## config.mk

```make
export PLATFORM = sky130hd
export DESIGN_NAME = hbp_controller
export DESIGN_NICKNAME = d
export VERILOG_FILES = /design/src/verilog/hbp_pkg.sv /design/src/verilog/hbp_controller.sv
export SDC_FILE = /design/constraint.sdc
export NUM_CORES = 1
export LEC_CHECK = 0
export BUFFER_PORTS_ARGS = -buffer_cell sky130_fd_sc_hd__buf_4
export CORE_MARGIN = 2
export CORE_UTILIZATION = 45
export DETAILED_ROUTE_END_ITERATION = 12
export GPL_ROUTABILITY_DRIVEN = 0
export SYNTH_ARGS = -nofsm -noshare
export SYNTH_HDL_FRONTEND = slang
export SYNTH_SLANG_ARGS = --single-unit
```

## constraint.sdc

```tcl
create_clock -name sys_clk -period 13 [get_ports sys_clk]
set_input_delay 0.65 -clock sys_clk [delete_from_list [all_inputs] [get_ports sys_clk]]
set_output_delay 0.65 -clock sys_clk [all_outputs]
set_load 0.01 [all_outputs]
```

## src/verilog/hbp_pkg.sv

```systemverilog
// hbp_pkg: constants for the half-bridge stage controller
// assumes a 250 MHz system clock and an APB3 register slave
package hbp_pkg;
    localparam int          CLK_MHZ         = 250;
    localparam int          CLK_NS          = 1000 / CLK_MHZ;
    // low-side minimum on time, ns, rounded up to whole cycles
    localparam int          MIN_LS_NS       = 50;
    localparam int          MIN_LS_CYC      = (MIN_LS_NS + CLK_NS - 1) / CLK_NS;
    // wait after a latched shutdown, ms
    localparam int          RESTART_WAIT_MS = 1000;
    localparam int          RESTART_WAIT_CY = RESTART_WAIT_MS * 1000 * CLK_MHZ;
    // reset low pulse on the enables lasts this many cycles plus one
    localparam int          EN_PULSE_CYC    = 16;
    // register map, byte addresses
    localparam logic [11:0] ADDR_CTRL       = 12'h000;
    localparam logic [11:0] ADDR_PERIOD     = 12'h004;
    localparam logic [11:0] ADDR_DUTY_A     = 12'h008;
    localparam logic [11:0] ADDR_DUTY_B     = 12'h00c;
    localparam logic [11:0] ADDR_DUTY_C     = 12'h010;
    localparam logic [11:0] ADDR_STATUS     = 12'h014;
    // control fields
    localparam int          CTRL_RUN        = 0;
    localparam int          CTRL_EN_LO      = 1;
    localparam int          CTRL_PULSE      = 4;
    localparam int          CTRL_AUTO       = 5;
    localparam int          CTRL_MODE       = 6;
    localparam logic [31:0] CTRL_RESET      = 32'h0000_0000;
    localparam logic [15:0] PERIOD_RESET    = 16'h00FA;
    localparam int          CNT_W           = 16;

    typedef enum logic [1:0] {
        ST_RUN   = 2'b00,
        ST_LOCK  = 2'b01,
        ST_WAIT  = 2'b10,
        ST_PULSE = 2'b11
    } hbp_state_t;

    // the duty compare is clamped so the low side gets its minimum slot whenever the period is at least MIN_LS_CYC
    function automatic logic [CNT_W-1:0] hbp_clamp(input logic [CNT_W-1:0] duty,
                                                  input logic [CNT_W-1:0] period);
        logic [CNT_W-1:0] lim;
        lim = period - CNT_W'(MIN_LS_CYC);
        hbp_clamp = (duty > lim) ? lim : duty;
    endfunction
endpackage
```

## src/verilog/hbp_controller.sv

```systemverilog
// hbp_controller: pwm and recovery controller for a three half-bridge stage
// assumes the stage status pins are pulled up outside and arrive asynchronously
`timescale 1ns/10ps

module hbp_controller
    import hbp_pkg::*;
#(
    parameter int RESTART_CYC = RESTART_WAIT_CY
) (
    // clock and reset
    input  wire logic        sys_clk,
    input  wire logic        nrst,
    // apb slave
    input  wire logic [11:0] paddr,
    input  wire logic        psel,
    input  wire logic        penable,
    input  wire logic        pwrite,
    input  wire logic [31:0] pwdata,
    output logic      [31:0] prdata,
    output logic             pready,
    output logic             pslverr,
    // power stage pins
    output logic      [2:0]  phaseDrive,
    output logic      [2:0]  phaseEnable,
    output logic             protectionModeSelect,
    input  wire logic        faultN,
    input  wire logic        thermalWarningN
);

    ////////////////////////////////////////////////////////////////////////
    logic [1:0]       faultSync_q;
    logic [1:0]       warnSync_q;
    logic [31:0]      ctrl_q;
    logic [CNT_W-1:0] period_q;
    logic [CNT_W-1:0] duty_q [3];
    logic [CNT_W-1:0] cnt_q;
    logic [31:0]      wait_q;
    logic [7:0]       pulseCnt_q;
    logic [3:0]       stickyEvt_q;
    hbp_state_t       state_q;
    logic             flagLow;
    logic             warnLow;
    logic             wrEn;
    logic             rdEn;
    logic             mapped;

    // status pins are pulled up, so an idle line reads as normal
    always_ff @(posedge sys_clk or negedge nrst) begin
        if (!nrst) begin
            faultSync_q <= 2'b11;
            warnSync_q  <= 2'b11;
        end else begin
            faultSync_q <= {faultSync_q[0], faultN};
            warnSync_q  <= {warnSync_q[0], thermalWarningN};
        end
    end
    assign flagLow = !faultSync_q[1];
    assign warnLow = !warnSync_q[1];

    ////////////////////////////////////////////////////////////////////////
    // apb slave, zero wait states
    assign wrEn   = psel && penable && pwrite;
    assign rdEn   = psel && !penable && !pwrite;
    assign mapped = paddr <= ADDR_STATUS && paddr[1:0] == 2'b00;

    always_ff @(posedge sys_clk or negedge nrst) begin
        if (!nrst) begin
            ctrl_q    <= CTRL_RESET;
            period_q  <= PERIOD_RESET;
            duty_q[0] <= '0;
            duty_q[1] <= '0;
            duty_q[2] <= '0;
        end else begin
            if (state_q == ST_PULSE && pulseCnt_q == 8'(EN_PULSE_CYC)) begin
                ctrl_q[CTRL_PULSE] <= 1'b0;
            end
            if (wrEn && mapped) begin
                case (paddr)
                    ADDR_CTRL:   ctrl_q   <= pwdata;
                    ADDR_PERIOD: period_q <= pwdata[CNT_W-1:0];
                    ADDR_DUTY_A: duty_q[0] <= pwdata[CNT_W-1:0];
                    ADDR_DUTY_B: duty_q[1] <= pwdata[CNT_W-1:0];
                    ADDR_DUTY_C: duty_q[2] <= pwdata[CNT_W-1:0];
                    default: begin
                    end
                endcase
            end
        end
    end

    // status read, sticky bits clear by writing one
    always_ff @(posedge sys_clk or negedge nrst) begin
        if (!nrst) begin
            stickyEvt_q <= '0;
        end else begin
            // set wins over a clear in the same cycle
            stickyEvt_q <= (stickyEvt_q & ~((wrEn && paddr == ADDR_STATUS) ? pwdata[7:4] : 4'h0))
                         | {warnLow && flagLow, flagLow && !warnLow, warnLow, flagLow};
        end
    end

    always_ff @(posedge sys_clk or negedge nrst) begin
        if (!nrst) begin
            prdata  <= '0;
            pready  <= 1'b0;
            pslverr <= 1'b0;
        end else begin
            pready  <= psel && !penable;
            pslverr <= psel && !penable && !mapped;
            if (rdEn) begin
                case (paddr)
                    ADDR_CTRL:   prdata <= ctrl_q;
                    ADDR_PERIOD: prdata <= {16'h0000, period_q};
                    ADDR_DUTY_A: prdata <= {16'h0000, duty_q[0]};
                    ADDR_DUTY_B: prdata <= {16'h0000, duty_q[1]};
                    ADDR_DUTY_C: prdata <= {16'h0000, duty_q[2]};
                    ADDR_STATUS: prdata <= {22'h00_0000, state_q, stickyEvt_q,
                                            {warnLow, flagLow}, ~{warnLow, flagLow}};
                    default:     prdata <= '0;
                endcase
            end
        end
    end

    ////////////////////////////////////////////////////////////////////////
    // recovery sequencer
    always_ff @(posedge sys_clk or negedge nrst) begin
        if (!nrst) begin
            state_q    <= ST_RUN;
            wait_q     <= '0;
            pulseCnt_q <= '0;
        end else begin
            case (state_q)
                ST_RUN: begin
                    // undervoltage clears by itself; overtemperature and overcurrent faults are latched
                    if (flagLow) begin
                        state_q <= ST_LOCK;
                    end
                end
                ST_LOCK: begin
                    wait_q <= '0;
                    if (!flagLow) begin
                        state_q <= ST_RUN;
                    end else if (ctrl_q[CTRL_AUTO] || ctrl_q[CTRL_PULSE]) begin
                        state_q <= ST_WAIT;
                    end
                end
                ST_WAIT: begin
                    wait_q <= wait_q + 32'h0000_0001;
                    // a fault that clears while waiting needs no restart pulse
                    if (!flagLow) begin
                        state_q <= ST_RUN;
                    end else if (wait_q >= 32'(RESTART_CYC)) begin
                        state_q    <= ST_PULSE;
                        pulseCnt_q <= '0;
                    end
                end
                ST_PULSE: begin
                    pulseCnt_q <= pulseCnt_q + 8'h01;
                    if (pulseCnt_q == 8'(EN_PULSE_CYC)) begin
                        state_q <= ST_RUN;
                    end
                end
                default: state_q <= ST_RUN;
            endcase
        end
    end

    ////////////////////////////////////////////////////////////////////////
    // pwm generation
    always_ff @(posedge sys_clk or negedge nrst) begin
        if (!nrst) begin
            cnt_q <= '0;
        end else begin
            cnt_q <= (cnt_q >= period_q - 16'h0001) ? '0 : cnt_q + 16'h0001;
        end
    end

    // drive toggles every period while the duty is nonzero and the period exceeds MIN_LS_CYC, which clears a phase's trip hold after a limit event
    // and gives the low side its minimum slot for the bootstrap
    always_ff @(posedge sys_clk or negedge nrst) begin
        if (!nrst) begin
            phaseDrive           <= '0;
            phaseEnable          <= '0;
            protectionModeSelect <= 1'b0;
        end else begin
            protectionModeSelect <= ctrl_q[CTRL_MODE];
            for (int i = 0; i < 3; i++) begin
                phaseDrive[i] <= cnt_q < hbp_clamp(duty_q[i], period_q);
                // per-phase enable; a pulse on all three clears latched faults
                phaseEnable[i] <= ctrl_q[CTRL_RUN] && !ctrl_q[CTRL_EN_LO + (i % 3)]
                                  && state_q != ST_PULSE;
            end
        end
    end

    ////////////////////////////////////////////////////////////////////////
    pulse_all_a: assert property (@(posedge sys_clk) disable iff (!nrst)
        state_q == ST_PULSE |=> phaseEnable == 3'b000)
        else $error("enables not all low during restart pulse");

    wait_first_a: assert property (@(posedge sys_clk) disable iff (!nrst)
        state_q == ST_WAIT && $past(state_q) == ST_LOCK |-> wait_q == 32'h0000_0000)
        else $error("restart wait did not start from zero");

    low_slot_a: assert property (@(posedge sys_clk) disable iff (!nrst)
        cnt_q >= period_q - 16'(MIN_LS_CYC) && period_q > 16'(MIN_LS_CYC) |=> !phaseDrive[0])
        else $error("low side slot missing");

    mode_pin_a: assert property (@(posedge sys_clk) disable iff (!nrst)
        $changed(ctrl_q[CTRL_MODE]) |=> protectionModeSelect == $past(ctrl_q[CTRL_MODE]))
        else $error("mode pin not following control");

    run_off_a: assert property (@(posedge sys_clk) disable iff (!nrst)
        !ctrl_q[CTRL_RUN] |=> phaseEnable == 3'b000)
        else $error("phase enabled while stopped");

    fault_lock_a: assert property (@(posedge sys_clk) disable iff (!nrst)
        state_q == ST_RUN && flagLow |=> state_q == ST_LOCK)
        else $error("fault not seen");

    pulse_len_a: assert property (@(posedge sys_clk) disable iff (!nrst)
        $rose(state_q == ST_PULSE) |-> (state_q == ST_PULSE) [*8])
        else $error("restart pulse too short");

    recover_a: assert property (@(posedge sys_clk) disable iff (!nrst)
        state_q == ST_LOCK && !flagLow |=> state_q == ST_RUN)
        else $error("no automatic recovery");

    wait_exit_a: assert property (@(posedge sys_clk) disable iff (!nrst)
        state_q == ST_WAIT && !flagLow |=> state_q == ST_RUN)
        else $error("cleared fault still waiting");

    wait_hold_a: assert property (@(posedge sys_clk) disable iff (!nrst)
        state_q == ST_WAIT && flagLow && wait_q < 32'(RESTART_CYC) |=> state_q == ST_WAIT)
        else $error("restart wait cut short");

    wait_step_a: assert property (@(posedge sys_clk) disable iff (!nrst)
        state_q == ST_WAIT |=> wait_q == $past(wait_q) + 32'h0000_0001)
        else $error("restart wait not counting");

    pulse_enter_a: assert property (@(posedge sys_clk) disable iff (!nrst)
        state_q == ST_WAIT && flagLow && wait_q >= 32'(RESTART_CYC) |=> state_q == ST_PULSE)
        else $error("restart pulse not started");

    pulse_end_a: assert property (@(posedge sys_clk) disable iff (!nrst)
        state_q == ST_PULSE && pulseCnt_q == 8'(EN_PULSE_CYC) |=> state_q == ST_RUN)
        else $error("restart pulse did not end");

    pulse_clr_a: assert property (@(posedge sys_clk) disable iff (!nrst)
        state_q == ST_PULSE && pulseCnt_q == 8'(EN_PULSE_CYC) && !(wrEn && paddr == ADDR_CTRL)
        |=> !ctrl_q[CTRL_PULSE])
        else $error("restart request not cleared");

    lock_hold_a: assert property (@(posedge sys_clk) disable iff (!nrst)
        state_q == ST_LOCK && flagLow && !ctrl_q[CTRL_AUTO] && !ctrl_q[CTRL_PULSE]
        |=> state_q == ST_LOCK)
        else $error("restart without request");

    phase_float_a: assert property (@(posedge sys_clk) disable iff (!nrst)
        ctrl_q[CTRL_EN_LO + 1] |=> !phaseEnable[1])
        else $error("forced float phase still enabled");

    phase_keep_a: assert property (@(posedge sys_clk) disable iff (!nrst)
        ctrl_q[CTRL_RUN] && !ctrl_q[CTRL_EN_LO] && state_q != ST_PULSE |=> phaseEnable[0])
        else $error("unforced phase not enabled");

    drive_rise_a: assert property (@(posedge sys_clk) disable iff (!nrst)
        cnt_q == '0 && duty_q[0] != '0 && period_q > 16'(MIN_LS_CYC) |=> phaseDrive[0])
        else $error("drive not raised at period start");

    drive_zero_a: assert property (@(posedge sys_clk) disable iff (!nrst)
        duty_q[1] == '0 |=> !phaseDrive[1])
        else $error("drive high at zero duty");

    cnt_wrap_a: assert property (@(posedge sys_clk) disable iff (!nrst)
        cnt_q >= period_q - 16'h0001 |=> cnt_q == '0)
        else $error("period counter did not wrap");

    mode_high_a: assert property (@(posedge sys_clk) disable iff (!nrst)
        ctrl_q[CTRL_MODE] |=> protectionModeSelect)
        else $error("latched mode pin low");

    sticky_flag_a: assert property (@(posedge sys_clk) disable iff (!nrst)
        flagLow |=> stickyEvt_q[0])
        else $error("fault event not recorded");

    sticky_both_a: assert property (@(posedge sys_clk) disable iff (!nrst)
        warnLow && flagLow |=> stickyEvt_q[3])
        else $error("warning with fault not recorded");
endmodule

```

==> flow_summary.html, run 1 <==
<table>
<tr><th>Metric</th><th>Value</th></tr>
<tr><th colspan="2">GRT</th></tr>
<tr><td>Pin count of the biggest net entering global routing</td><td>88</td></tr>
<tr><td>Global-route congestion overflow total</td><td>0</td></tr>
<tr><td>Global-route wire length before repair</td><td>54.1 mm</td></tr>
<tr><td>GR Util All Layers</td><td>24.0%</td></tr>
<tr><td>Number of antenna violations at the first check in global routing</td><td>0</td></tr>
<tr><td>Via count of the first global-routing pass</td><td>9313</td></tr>
<tr><th colspan="2">Timing</th></tr>
<tr><td>Setup total negative slack</td><td>0 ns</td></tr>
<tr><td>Relative slew slack</td><td>23.4%</td></tr>
<tr><td>Measured slew at the worst slew-check pin</td><td>1.14 ns</td></tr>
<tr><td>Final period utilization</td><td>45.8%</td></tr>
<tr><td>Number of hold-slack violations in the final timing report</td><td>0</td></tr>
<tr><td>Min Clock Period, post-route</td><td>5.96 ns</td></tr>
<tr><td>Final count of negative-setup-slack endpoints</td><td>0</td></tr>
<tr><td>Number of slew-limit violations in the final report</td><td>0</td></tr>
<tr><td>Maximum clock rate</td><td>168 MHz</td></tr>
<tr><td>Setup repair after global routing missed its margin</td><td>false</td></tr>
<tr><td>Fin Clk Skew</td><td>0.0170 ns</td></tr>
<tr><th colspan="2">Critical path</th></tr>
<tr><td>R2r setup slk</td><td>7.04 ns</td></tr>
<tr><td>Slowest cell on crit path</td><td>sky130_fd_sc_hd__or4_1</td></tr>
<tr><td>Crit Path Category</td><td>reg -&gt; reg</td></tr>
<tr><td>Bufs and invs on worst path</td><td>1</td></tr>
<tr><td>Largest delay share family, worst path</td><td>simple AND/OR/NAND/NOR gates</td></tr>
<tr><td>Crit. End Element</td><td>flop</td></tr>
<tr><td>Largest fanout on the critical path</td><td>16</td></tr>
<tr><td>Sort of element at the start of the critical path</td><td>flop</td></tr>
<tr><td>Reg2Reg Launch Point</td><td>period_q[9]</td></tr>
<tr><td>Number of cells on the worst reg-to-reg path</td><td>18</td></tr>
<tr><td>Delay of the slowest cell on the worst path</td><td>0.58 ns</td></tr>
<tr><td>Arrival time reported for the critical path endpoint</td><td>6.37 ns</td></tr>
<tr><td>Worst reg2reg path endpoint</td><td>phaseDrive[2]</td></tr>
<tr><td>Critical path required time</td><td>13.42 ns</td></tr>
<tr><td>Worst path cell trace</td><td>or4_1, or3_1, nor4_1, xor2_1, inv_1, ha_1, nand4_1, a2111oi_0, o32a_1, a211o_1, and2_4, mux2i_1, ha_1, nand4_1, a2111oi_0, nand2_1, a221oi_1, nor4_1</td></tr>
<tr><th colspan="2">Logic synthesis</th></tr>
<tr><td>Commonest register cell after synthesis</td><td>sky130_fd_sc_hd__dfrtp_1</td></tr>
<tr><td>Cell with the most instances after synthesis</td><td>sky130_fd_sc_hd__dfrtp_1</td></tr>
<tr><td>Area share of the largest cell type after synthesis</td><td>38.9%</td></tr>
<tr><td>Number of flops mapped to enable cells by yosys</td><td>0</td></tr>
<tr><td>Cells after Synth</td><td>1183</td></tr>
<tr><td>Number of synthesized register bits</td><td>203</td></tr>
<tr><td>Area leader, netlist</td><td>sky130_fd_sc_hd__dfrtp_1</td></tr>
<tr><td>Syn nets</td><td>1351</td></tr>
<tr><td>Most area-consuming cells after synthesis</td><td>sky130_fd_sc_hd__dfrtp_1, sky130_fd_sc_hd__ha_1, sky130_fd_sc_hd__mux2_2</td></tr>
<tr><td>Commonest cells in the synthesized netlist</td><td>sky130_fd_sc_hd__dfrtp_1, sky130_fd_sc_hd__ha_1, sky130_fd_sc_hd__nor2_1</td></tr>
<tr><td>Part of the Yosys area used for sequential elements</td><td>41.1%</td></tr>
<tr><td>Area of the mapped netlist</td><td>12400 um2</td></tr>
<tr><td>Number of warnings reported in the yosys synthesis log</td><td>0</td></tr>
<tr><td>Fraction of synthesis flops using an asynchronous set or reset pin</td><td>100%</td></tr>
<tr><td>Distinct cells, synth</td><td>71</td></tr>
<tr><td>Post-synthesis area per instance</td><td>10.5 um2</td></tr>
<tr><th colspan="2">Outcome</th></tr>
<tr><td>Result of the run</td><td>completed</td></tr>
<tr><th colspan="2">Floorplan</th></tr>
<tr><td>Initial cell density of the core</td><td>45.9%</td></tr>
<tr><td>Die span in x</td><td>170 um</td></tr>
<tr><td>Core area</td><td>27000 um2</td></tr>
<tr><td>DIE AREA</td><td>28900 um2</td></tr>
<tr><td>Die Y</td><td>170 um</td></tr>
<tr><td>I/O pin cnt</td><td>92</td></tr>
<tr><td>Number of rows in the core area</td><td>60</td></tr>
<tr><th colspan="2">Power</th></tr>
<tr><td>Power per standard cell area</td><td>104 nW/um2</td></tr>
<tr><td>VDD IR-drop max</td><td>0.0811 mV</td></tr>
<tr><td>Static Leak</td><td>7.10 nW</td></tr>
<tr><td>Post-layout power</td><td>1.49 mW</td></tr>
<tr><th colspan="2">CTS</th></tr>
<tr><td>Num CTS Buffers</td><td>25</td></tr>
<tr><td>Clock sink total</td><td>203</td></tr>
<tr><td>Clock tree buffer depth</td><td>3</td></tr>
<tr><td>CTS tree</td><td>yes</td></tr>
<tr><td>Clock network latency to the later pin of the worst-skew pair</td><td>0.55 ns</td></tr>
<tr><td>Clock root buffer</td><td>sky130_fd_sc_hd__clkbuf_16</td></tr>
<tr><td>Post-CTS Resized</td><td>0</td></tr>
<tr><td>Maximum level of the CTS H-tree</td><td>1</td></tr>
<tr><td>Post-CTS Hold Fix Bufs</td><td>0</td></tr>
<tr><td>Clock-pin transition on the worst setup and hold timing paths</td><td>0.06 ns</td></tr>
<tr><td>Post-CTS Setup Inserts</td><td>0</td></tr>
<tr><th colspan="2">Place</th></tr>
<tr><td>Placed cells</td><td>1581</td></tr>
<tr><td>HPWL after detailed placement</td><td>25.2 mm</td></tr>
<tr><td>Buffers on Ports</td><td>91</td></tr>
<tr><th colspan="2">Detailed routing</th></tr>
<tr><td>Wire length per cell</td><td>21.0 um</td></tr>
<tr><td>Vias after detailed routing</td><td>9560</td></tr>
<tr><td>DR pass1 iterations</td><td>5</td></tr>
<tr><td>Sum of routed wire length over all layers</td><td>34.1 mm</td></tr>
<tr><td>Remaining antenna violation count</td><td>0</td></tr>
<tr><td>Remaining routing DRC violations</td><td>0</td></tr>
<tr><td>Vias per inst</td><td>5.88</td></tr>
<tr><td>First-iteration detailed-routing DRC count</td><td>746</td></tr>
<tr><th colspan="2">Cells and area</th></tr>
<tr><td>Total number of nets in the final design</td><td>1435</td></tr>
<tr><td>Layout overhead on the synthesized area</td><td>15.1%</td></tr>
<tr><td>Finished Core Util</td><td>52.8%</td></tr>
<tr><td>Combined area of the multi-input logic cells</td><td>6960 um2</td></tr>
<tr><td>Fraction of final layout cells sized beyond drive strength 1</td><td>22.3%</td></tr>
<tr><td>Layout Cells excl Fill</td><td>1627</td></tr>
<tr><td>Antenna fix cells</td><td>0</td></tr>
<tr><td>Number of fill cells in the layout</td><td>2396</td></tr>
<tr><td>Register Area</td><td>5090 um2</td></tr>
<tr><th colspan="2">Min path</th></tr>
<tr><td>Hold WC Path Type</td><td>in -&gt; async</td></tr>
<tr><th colspan="2">Run</th></tr>
<tr><td>Max-capacitance violation count</td><td>0</td></tr>
</table>
-- metal layers --
metal,GRT usage [%],part of all wire (%),up-vias,wire length (um)
li1,-,-,4489,-
met1,35.9,47,4698,16200
met2,36.4,44,320,14900
met3,4.00,6.8,53,2320
met4,5.57,2.0,0,685
met5,0,0,-,0
-- worst register-to-register path, cell delays in order (launching register included) --
cell and delay (ns):
sky130_fd_sc_hd__dfrtp_1 0.51, sky130_fd_sc_hd__or4_1 0.59, sky130_fd_sc_hd__or3_1 0.36, sky130_fd_sc_hd__nor4_1 0.29
sky130_fd_sc_hd__xor2_1 0.35, sky130_fd_sc_hd__inv_1 0.14, sky130_fd_sc_hd__ha_1 0.32, sky130_fd_sc_hd__nand4_1 0.16
sky130_fd_sc_hd__a2111oi_0 0.53, sky130_fd_sc_hd__o32a_1 0.26, sky130_fd_sc_hd__a211o_1 0.40, sky130_fd_sc_hd__and2_4 0.39
sky130_fd_sc_hd__mux2i_1 0.13, sky130_fd_sc_hd__ha_1 0.31, sky130_fd_sc_hd__nand4_1 0.12, sky130_fd_sc_hd__a2111oi_0 0.51
sky130_fd_sc_hd__nand2_1 0.15, sky130_fd_sc_hd__a221oi_1 0.22, sky130_fd_sc_hd__nor4_1 0.09
-- power breakdown --
group	internal, mW	total (mW)	leakage (nW)	switching [mW]
Clock	0.438	0.722	0.428	0.283
Sequential	0.640	0.651	2.74	0.0114
Combinational	0.0348	0.118	3.93	0.0829
Total	1.11	1.49	7.10	0.378
-- cell type report --
class / count / area share, %
Tap cell: 341 / 2.99
Inverter: 43 / 1.13
Clock inverter: 15 / 1.24
Timing Repair Buffer: 102 / 5.41
Multi-Input combinational cell: 892 / 48.8
Sequential cell: 203 / 35.7
Clock buffer: 31 / 4.82
-- cells by family (layout without fill, tap and decap cells) --
family,Yosys count,count (layout),share of synthesized area (%)
xor gates and xnor gates,72,72,5.31
DFF,203,203,41.1
adders and majority gates,118,118,11.9
AOI/OAI and AO/OA,214,214,11.7
buffers and inverters,88,191,2.91
and+or+nand+nor,360,360,14.2
muxes,128,128,12.9
-- stage by stage --
stage	area (um2)	worst slack (ns)	hold WS (ns)
after floorplan	12400	7.86	0.345
after global placement	13400	7.30	0.346
after detailed placement	13400	7.14	0.349
after CTS	14300	7.12	0.181
after global routing	14300	6.41	0.195
final	14300	7.04	0.150
-- layout by cell type (no fill, tap or decap), types with 4 or more instances in the layout --
master,netlist,routed
sky130_fd_sc_hd__dfrtp_1,193,193
sky130_fd_sc_hd__ha_1,117,117
sky130_fd_sc_hd__buf_4,1,101
sky130_fd_sc_hd__nor2_1,97,97
sky130_fd_sc_hd__nand2_1,93,93
sky130_fd_sc_hd__mux2_2,90,90
sky130_fd_sc_hd__o21ai_0,74,74
sky130_fd_sc_hd__nand3_1,52,52
sky130_fd_sc_hd__inv_1,43,43
sky130_fd_sc_hd__xor2_1,40,40
sky130_fd_sc_hd__a21oi_1,37,37
sky130_fd_sc_hd__xnor2_1,30,30
sky130_fd_sc_hd__nand4_1,25,25
sky130_fd_sc_hd__clkbuf_16,0,25
sky130_fd_sc_hd__a21o_1,23,23
sky130_fd_sc_hd__mux2i_1,22,22
sky130_fd_sc_hd__and3_1,21,21
sky130_fd_sc_hd__mux4_2,16,16
sky130_fd_sc_hd__a22o_1,16,16
sky130_fd_sc_hd__nor2b_1,14,13
sky130_fd_sc_hd__o21ai_2,10,10
sky130_fd_sc_hd__a222oi_1,10,10
sky130_fd_sc_hd__dfstp_2,10,10
sky130_fd_sc_hd__or3_1,9,9
sky130_fd_sc_hd__nor4_1,7,7
sky130_fd_sc_hd__nor3_1,7,7
sky130_fd_sc_hd__and4_1,7,7
sky130_fd_sc_hd__clkinv_2,0,7
sky130_fd_sc_hd__and2_1,6,6
sky130_fd_sc_hd__a22oi_1,6,6
sky130_fd_sc_hd__clkbuf_8,0,5
sky130_fd_sc_hd__or4_1,4,4
sky130_fd_sc_hd__nand2b_1,4,4
sky130_fd_sc_hd__a31oi_1,4,4
-- how the worst max path moves through the flow --
stage / startpoint / end / slack [ns] / cells past startpoint
6_report: period_q[9] / phaseDrive[2] / 7.04 / 18
3_5_place_dp: period_q[9] / phaseDrive[2] / 7.14 / 18
4_1_cts: period_q[9] / phaseDrive[2] / 7.12 / 18
5_1_grt: period_q[9] / phaseDrive[2] / 6.41 / 18
3_3_place_gp: period_q[9] / phaseDrive[2] / 7.30 / 18
2_1_floorplan: period_q[9] / phaseDrive[2] / 7.86 / 21
-- sequential cells by signal, summed over array words and instances, names as in the netlist, 2 cells and up --
name	cells
pulseCnt_q	8
stickyEvt_q	4
faultSync_q	2
ctrl_q	32
wait_q	32
state_q	2
period_q	16
phaseEnable	3
phaseDrive	3
duty_q	48
warnSync_q	2
cnt_q	16
prdata	32
No activity file was read; power rests on OpenSTA's default activity.
==> run 2: changes to the inputs <==
- clock period: 13 -> 5.3 ns (I/O delays scaled with it)
==> flow_summary.html, run 2 (same netlist as run 1, synthesis figures left out) <==
<table>
<tr><th>Metric</th><th>Value</th></tr>
<tr><th colspan="2">Detailed routing</th></tr>
<tr><td>Vias per inst</td><td>5.81 (-1.2%)</td></tr>
<tr><td>Remaining antenna violation count</td><td>0 (unchanged)</td></tr>
<tr><td>DR pass1 iterations</td><td>5 (unchanged)</td></tr>
<tr><td>Vias after detailed routing</td><td>9759 (+2.1%)</td></tr>
<tr><td>Wire length per cell</td><td>20.4 um (-2.5%)</td></tr>
<tr><td>Remaining routing DRC violations</td><td>0 (unchanged)</td></tr>
<tr><td>Sum of routed wire length over all layers</td><td>34.4 mm (+0.76%)</td></tr>
<tr><td>First-iteration detailed-routing DRC count</td><td>764 (+2.4%)</td></tr>
<tr><th colspan="2">Cells and area</th></tr>
<tr><td>Layout Cells excl Fill</td><td>1681 (+3.3%)</td></tr>
<tr><td>Antenna fix cells</td><td>0 (unchanged)</td></tr>
<tr><td>Register ranked first by flip-flop count</td><td>duty_q</td></tr>
<tr><td>Total number of nets in the final design</td><td>1490 (+3.8%)</td></tr>
<tr><td>Finished Core Util</td><td>54.9% (+2.1 points)</td></tr>
<tr><td>Layout overhead on the synthesized area</td><td>19.6%</td></tr>
<tr><td>Fraction of final layout cells sized beyond drive strength 1</td><td>24.6% (+2.3 points)</td></tr>
<tr><td>Number of flip-flops in the largest register</td><td>48 (unchanged)</td></tr>
<tr><td>Commonest non-fill, non-tap cells in the layout</td><td>sky130_fd_sc_hd__dfrtp_1, sky130_fd_sc_hd__buf_4, sky130_fd_sc_hd__ha_1</td></tr>
<tr><td>Most frequent standard cell in the layout excluding fill and tap cells</td><td>sky130_fd_sc_hd__dfrtp_1</td></tr>
<tr><th colspan="2">Floorplan</th></tr>
<tr><td>Number of rows in the core area</td><td>60 (unchanged)</td></tr>
<tr><td>I/O pin cnt</td><td>92 (unchanged)</td></tr>
<tr><td>Die Y</td><td>170 um (unchanged)</td></tr>
<tr><td>Die span in x</td><td>170 um (unchanged)</td></tr>
<tr><td>DIE AREA</td><td>28900 um2 (unchanged)</td></tr>
<tr><td>Core area</td><td>27000 um2 (unchanged)</td></tr>
<tr><td>Initial cell density of the core</td><td>45.9% (unchanged)</td></tr>
<tr><th colspan="2">Critical path</th></tr>
<tr><td>Worst path cell trace</td><td>or4_1, or3_1, nor4_2, xor2_1, inv_1, ha_1, nand4_1, a2111oi_2, buf_4, o32a_1, a211o_1, and2_4, mux2i_1, ha_1, nand4_1, a2111oi_4, nand2_1, a221oi_1, nor4_2</td></tr>
<tr><td>Reg2Reg Launch Point</td><td>period_q[10]</td></tr>
<tr><td>Crit Path Category</td><td>reg -&gt; reg</td></tr>
<tr><td>Largest delay share family, worst path</td><td>simple AND/OR/NAND/NOR gates</td></tr>
<tr><td>Worst reg2reg path endpoint</td><td>phaseDrive[2]</td></tr>
<tr><td>Sort of element at the start of the critical path</td><td>flop</td></tr>
<tr><td>Delay of the slowest cell on the worst path</td><td>0.55 ns (-0.03 ns)</td></tr>
<tr><td>Number of cells on the worst reg-to-reg path</td><td>19 (+1)</td></tr>
<tr><td>Crit. path cell count</td><td>19 (+1)</td></tr>
<tr><td>R2r setup slk</td><td>0.24 ns (-6.80 ns)</td></tr>
<tr><td>Slowest cell on crit path</td><td>sky130_fd_sc_hd__or4_1</td></tr>
<tr><td>Critical path destination</td><td>phaseDrive[2]</td></tr>
<tr><td>Largest fanout on the critical path</td><td>8 (-8)</td></tr>
<tr><td>Crit. End Element</td><td>flop</td></tr>
<tr><td>Bufs and invs on worst path</td><td>2 (+1)</td></tr>
<tr><td>Arrival time reported for the critical path endpoint</td><td>5.46 ns (-0.91 ns)</td></tr>
<tr><td>Critical path required time</td><td>5.70 ns (-7.72 ns)</td></tr>
<tr><td>CP startpoint</td><td>period_q[10]</td></tr>
<tr><th colspan="2">CTS</th></tr>
<tr><td>Clock root buffer</td><td>sky130_fd_sc_hd__clkbuf_16</td></tr>
<tr><td>Clock sink total</td><td>203 (unchanged)</td></tr>
<tr><td>CTS tree</td><td>yes</td></tr>
<tr><td>Clock-pin transition on the worst setup and hold timing paths</td><td>0.06 ns (about the same)</td></tr>
<tr><td>Maximum level of the CTS H-tree</td><td>1 (unchanged)</td></tr>
<tr><td>Num CTS Buffers</td><td>24 (-4.0%)</td></tr>
<tr><td>Clock tree buffer depth</td><td>3 (unchanged)</td></tr>
<tr><td>Clock network latency to the later pin of the worst-skew pair</td><td>0.52 ns (-0.03 ns)</td></tr>
<tr><th colspan="2">Power</th></tr>
<tr><td>Proportion of total power due to net switching</td><td>24.3% (-1.0 points)</td></tr>
<tr><td>Internal power</td><td>2.78 mW (+150%)</td></tr>
<tr><td>Static Leak</td><td>7.39 nW (+4.1%)</td></tr>
<tr><td>Power per standard cell area</td><td>247 nW/um2 (+140%)</td></tr>
<tr><td>Post-layout power</td><td>3.67 mW (+150%)</td></tr>
<tr><td>Proportion of power drawn by combinational gates</td><td>8.5% (+0.6 points)</td></tr>
<tr><td>Clock network power share</td><td>48.0% (-0.4 points)</td></tr>
<tr><td>Part of the power in registers</td><td>43.5% (-0.2 points)</td></tr>
<tr><td>VDD IR-drop max</td><td>0.196 mV (+140%)</td></tr>
<tr><td>Net switching power of the design</td><td>0.891 mW (+140%)</td></tr>
<tr><th colspan="2">GRT</th></tr>
<tr><td>Via count of the first global-routing pass</td><td>9485 (+1.8%)</td></tr>
<tr><td>Global-route congestion overflow total</td><td>0 (unchanged)</td></tr>
<tr><td>Number of antenna violations at the first check in global routing</td><td>0 (unchanged)</td></tr>
<tr><td>Pin count of the biggest net entering global routing</td><td>108 (+23%)</td></tr>
<tr><td>GR Util All Layers</td><td>23.9% (-0.092 points)</td></tr>
<tr><td>Global-route wire length before repair</td><td>53.9 mm (-0.37%)</td></tr>
<tr><th colspan="2">Timing</th></tr>
<tr><td>Number of hold-slack violations in the final timing report</td><td>0 (unchanged)</td></tr>
<tr><td>Final count of negative-setup-slack endpoints</td><td>0 (unchanged)</td></tr>
<tr><td>Setup repair after global routing missed its margin</td><td>true</td></tr>
<tr><td>Measured slew at the worst slew-check pin</td><td>1.05 ns (-0.0913 ns)</td></tr>
<tr><td>Relative slew slack</td><td>29.6% (+6.2 points)</td></tr>
<tr><td>Number of slew-limit violations in the final report</td><td>0 (unchanged)</td></tr>
<tr><td>Min Clock Period, post-route</td><td>5.06 ns (-0.898 ns)</td></tr>
<tr><td>Maximum clock rate</td><td>198 MHz (+18%)</td></tr>
<tr><td>Fin Clk Skew</td><td>0.0135 ns (-0.00345 ns)</td></tr>
<tr><td>Final period utilization</td><td>95.4% (+50 points)</td></tr>
<tr><th colspan="2">Min path</th></tr>
<tr><td>Hold WC Path Type</td><td>in -&gt; reg</td></tr>
<tr><th colspan="2">Place</th></tr>
<tr><td>Buffers on Ports</td><td>91 (unchanged)</td></tr>
<tr><td>Placed cells</td><td>1613 (+2.0%)</td></tr>
<tr><td>HPWL after detailed placement</td><td>25.3 mm (+0.60%)</td></tr>
<tr><th colspan="2">Outcome</th></tr>
<tr><td>Result of the run</td><td>completed</td></tr>
<tr><th colspan="2">Run</th></tr>
<tr><td>Max-capacitance violation count</td><td>0 (unchanged)</td></tr>
</table>
## run 2: cell types whose count changed in the layout (fill, tap and decap cells not counted), moves of 2 or more
| cell | previous run | this run |
|---|---|---|
| sky130_fd_sc_hd__nor4_1 | 7 | 4 |
| sky130_fd_sc_hd__clkinv_2 | 7 | 3 |
| sky130_fd_sc_hd__clkbuf_8 | 5 | 8 |
| sky130_fd_sc_hd__a2111oi_0 | 3 | 0 |
| sky130_fd_sc_hd__dlygate4sd3_1 | 0 | 19 |
| sky130_fd_sc_hd__buf_12 | 0 | 2 |
| sky130_fd_sc_hd__nor4_2 | 0 | 3 |
| sky130_fd_sc_hd__buf_4 | 101 | 136 |
| sky130_fd_sc_hd__a2111oi_2 | 1 | 3 |
| sky130_fd_sc_hd__clkbuf_1 | 2 | 4 |
## run 2: worst min-delay path, stage by stage
cell and delay [ns]:
sky130_fd_sc_hd__buf_4 0.12, sky130_fd_sc_hd__nand2_1 0.05, sky130_fd_sc_hd__o21ai_0 0.06
## run 2: area by class of cell
| cell class | count | area [um2] |
|---|---|---|
| fill | 2339 | 12200 |
| multi-input combinational | 892 | 7040 |
| sequential | 203 | 5090 |
| timing repair buffer | 158 | 1260 |
| clock buffer | 36 | 737 |
| tap | 341 | 427 |
| inverter | 43 | 161 |
| clock inverter | 8 | 120 |
## run 2: timing repair
action	in CTS	in global routing
resized for setup	0	17
buffers inserted	0	5
hold endpoints to repair	120	0
hold buffers	19	0
endpoints found under the setup margin	0	3
## run 2: worst min-delay path by stage
stage,from,endpoint,slack [ns],depth (start not counted)
global placement,faultSync_q[0],faultSync_q[1],0.35,0
floorplan,nrst,cnt_q[0],-0.03,0
detailed placement,faultSync_q[0],faultSync_q[1],0.35,0
finish,pwdata[0],duty_q[32],0.01,3
global route,pwdata[14],duty_q[14],0.01,2
CTS,pwdata[0],duty_q[32],0.002,3
## run 2: through the flow
stage          setup TNS [ns]  hold slack [ns]  worst slack (ns)  cell area, um2
6_report                    0           0.0137             0.243           14800
2_1_floorplan               0          -0.0306             0.163           12400
4_1_cts                     0          0.00163            0.0447           14700
5_1_grt                -0.146           0.0144            -0.101           14800
3_5_place_dp                0            0.350            0.0673           13700
3_3_place_gp                0            0.346             0.177           13700
## run 2: layer usage
layer / wire length, um / share of wire [%] / track usage (%)
met5: 0 / 0 / 0
met4: 452 / 1.3 / 4.20
met3: 2020 / 5.9 / 3.51
met2: 15000 / 44 / 37.3
met1: 16800 / 49 / 35.7
## run 2: power groups by stage
stage	Sequential, mW	Clock, mW	Combinational (mW)
after floorplan	1.61	0	0.175
after global placement	1.62	0	0.307
after detailed placement	1.62	0	0.307
after CTS	1.60	1.79	0.321
after global routing	1.60	1.86	0.358
final	1.59	1.76	0.313
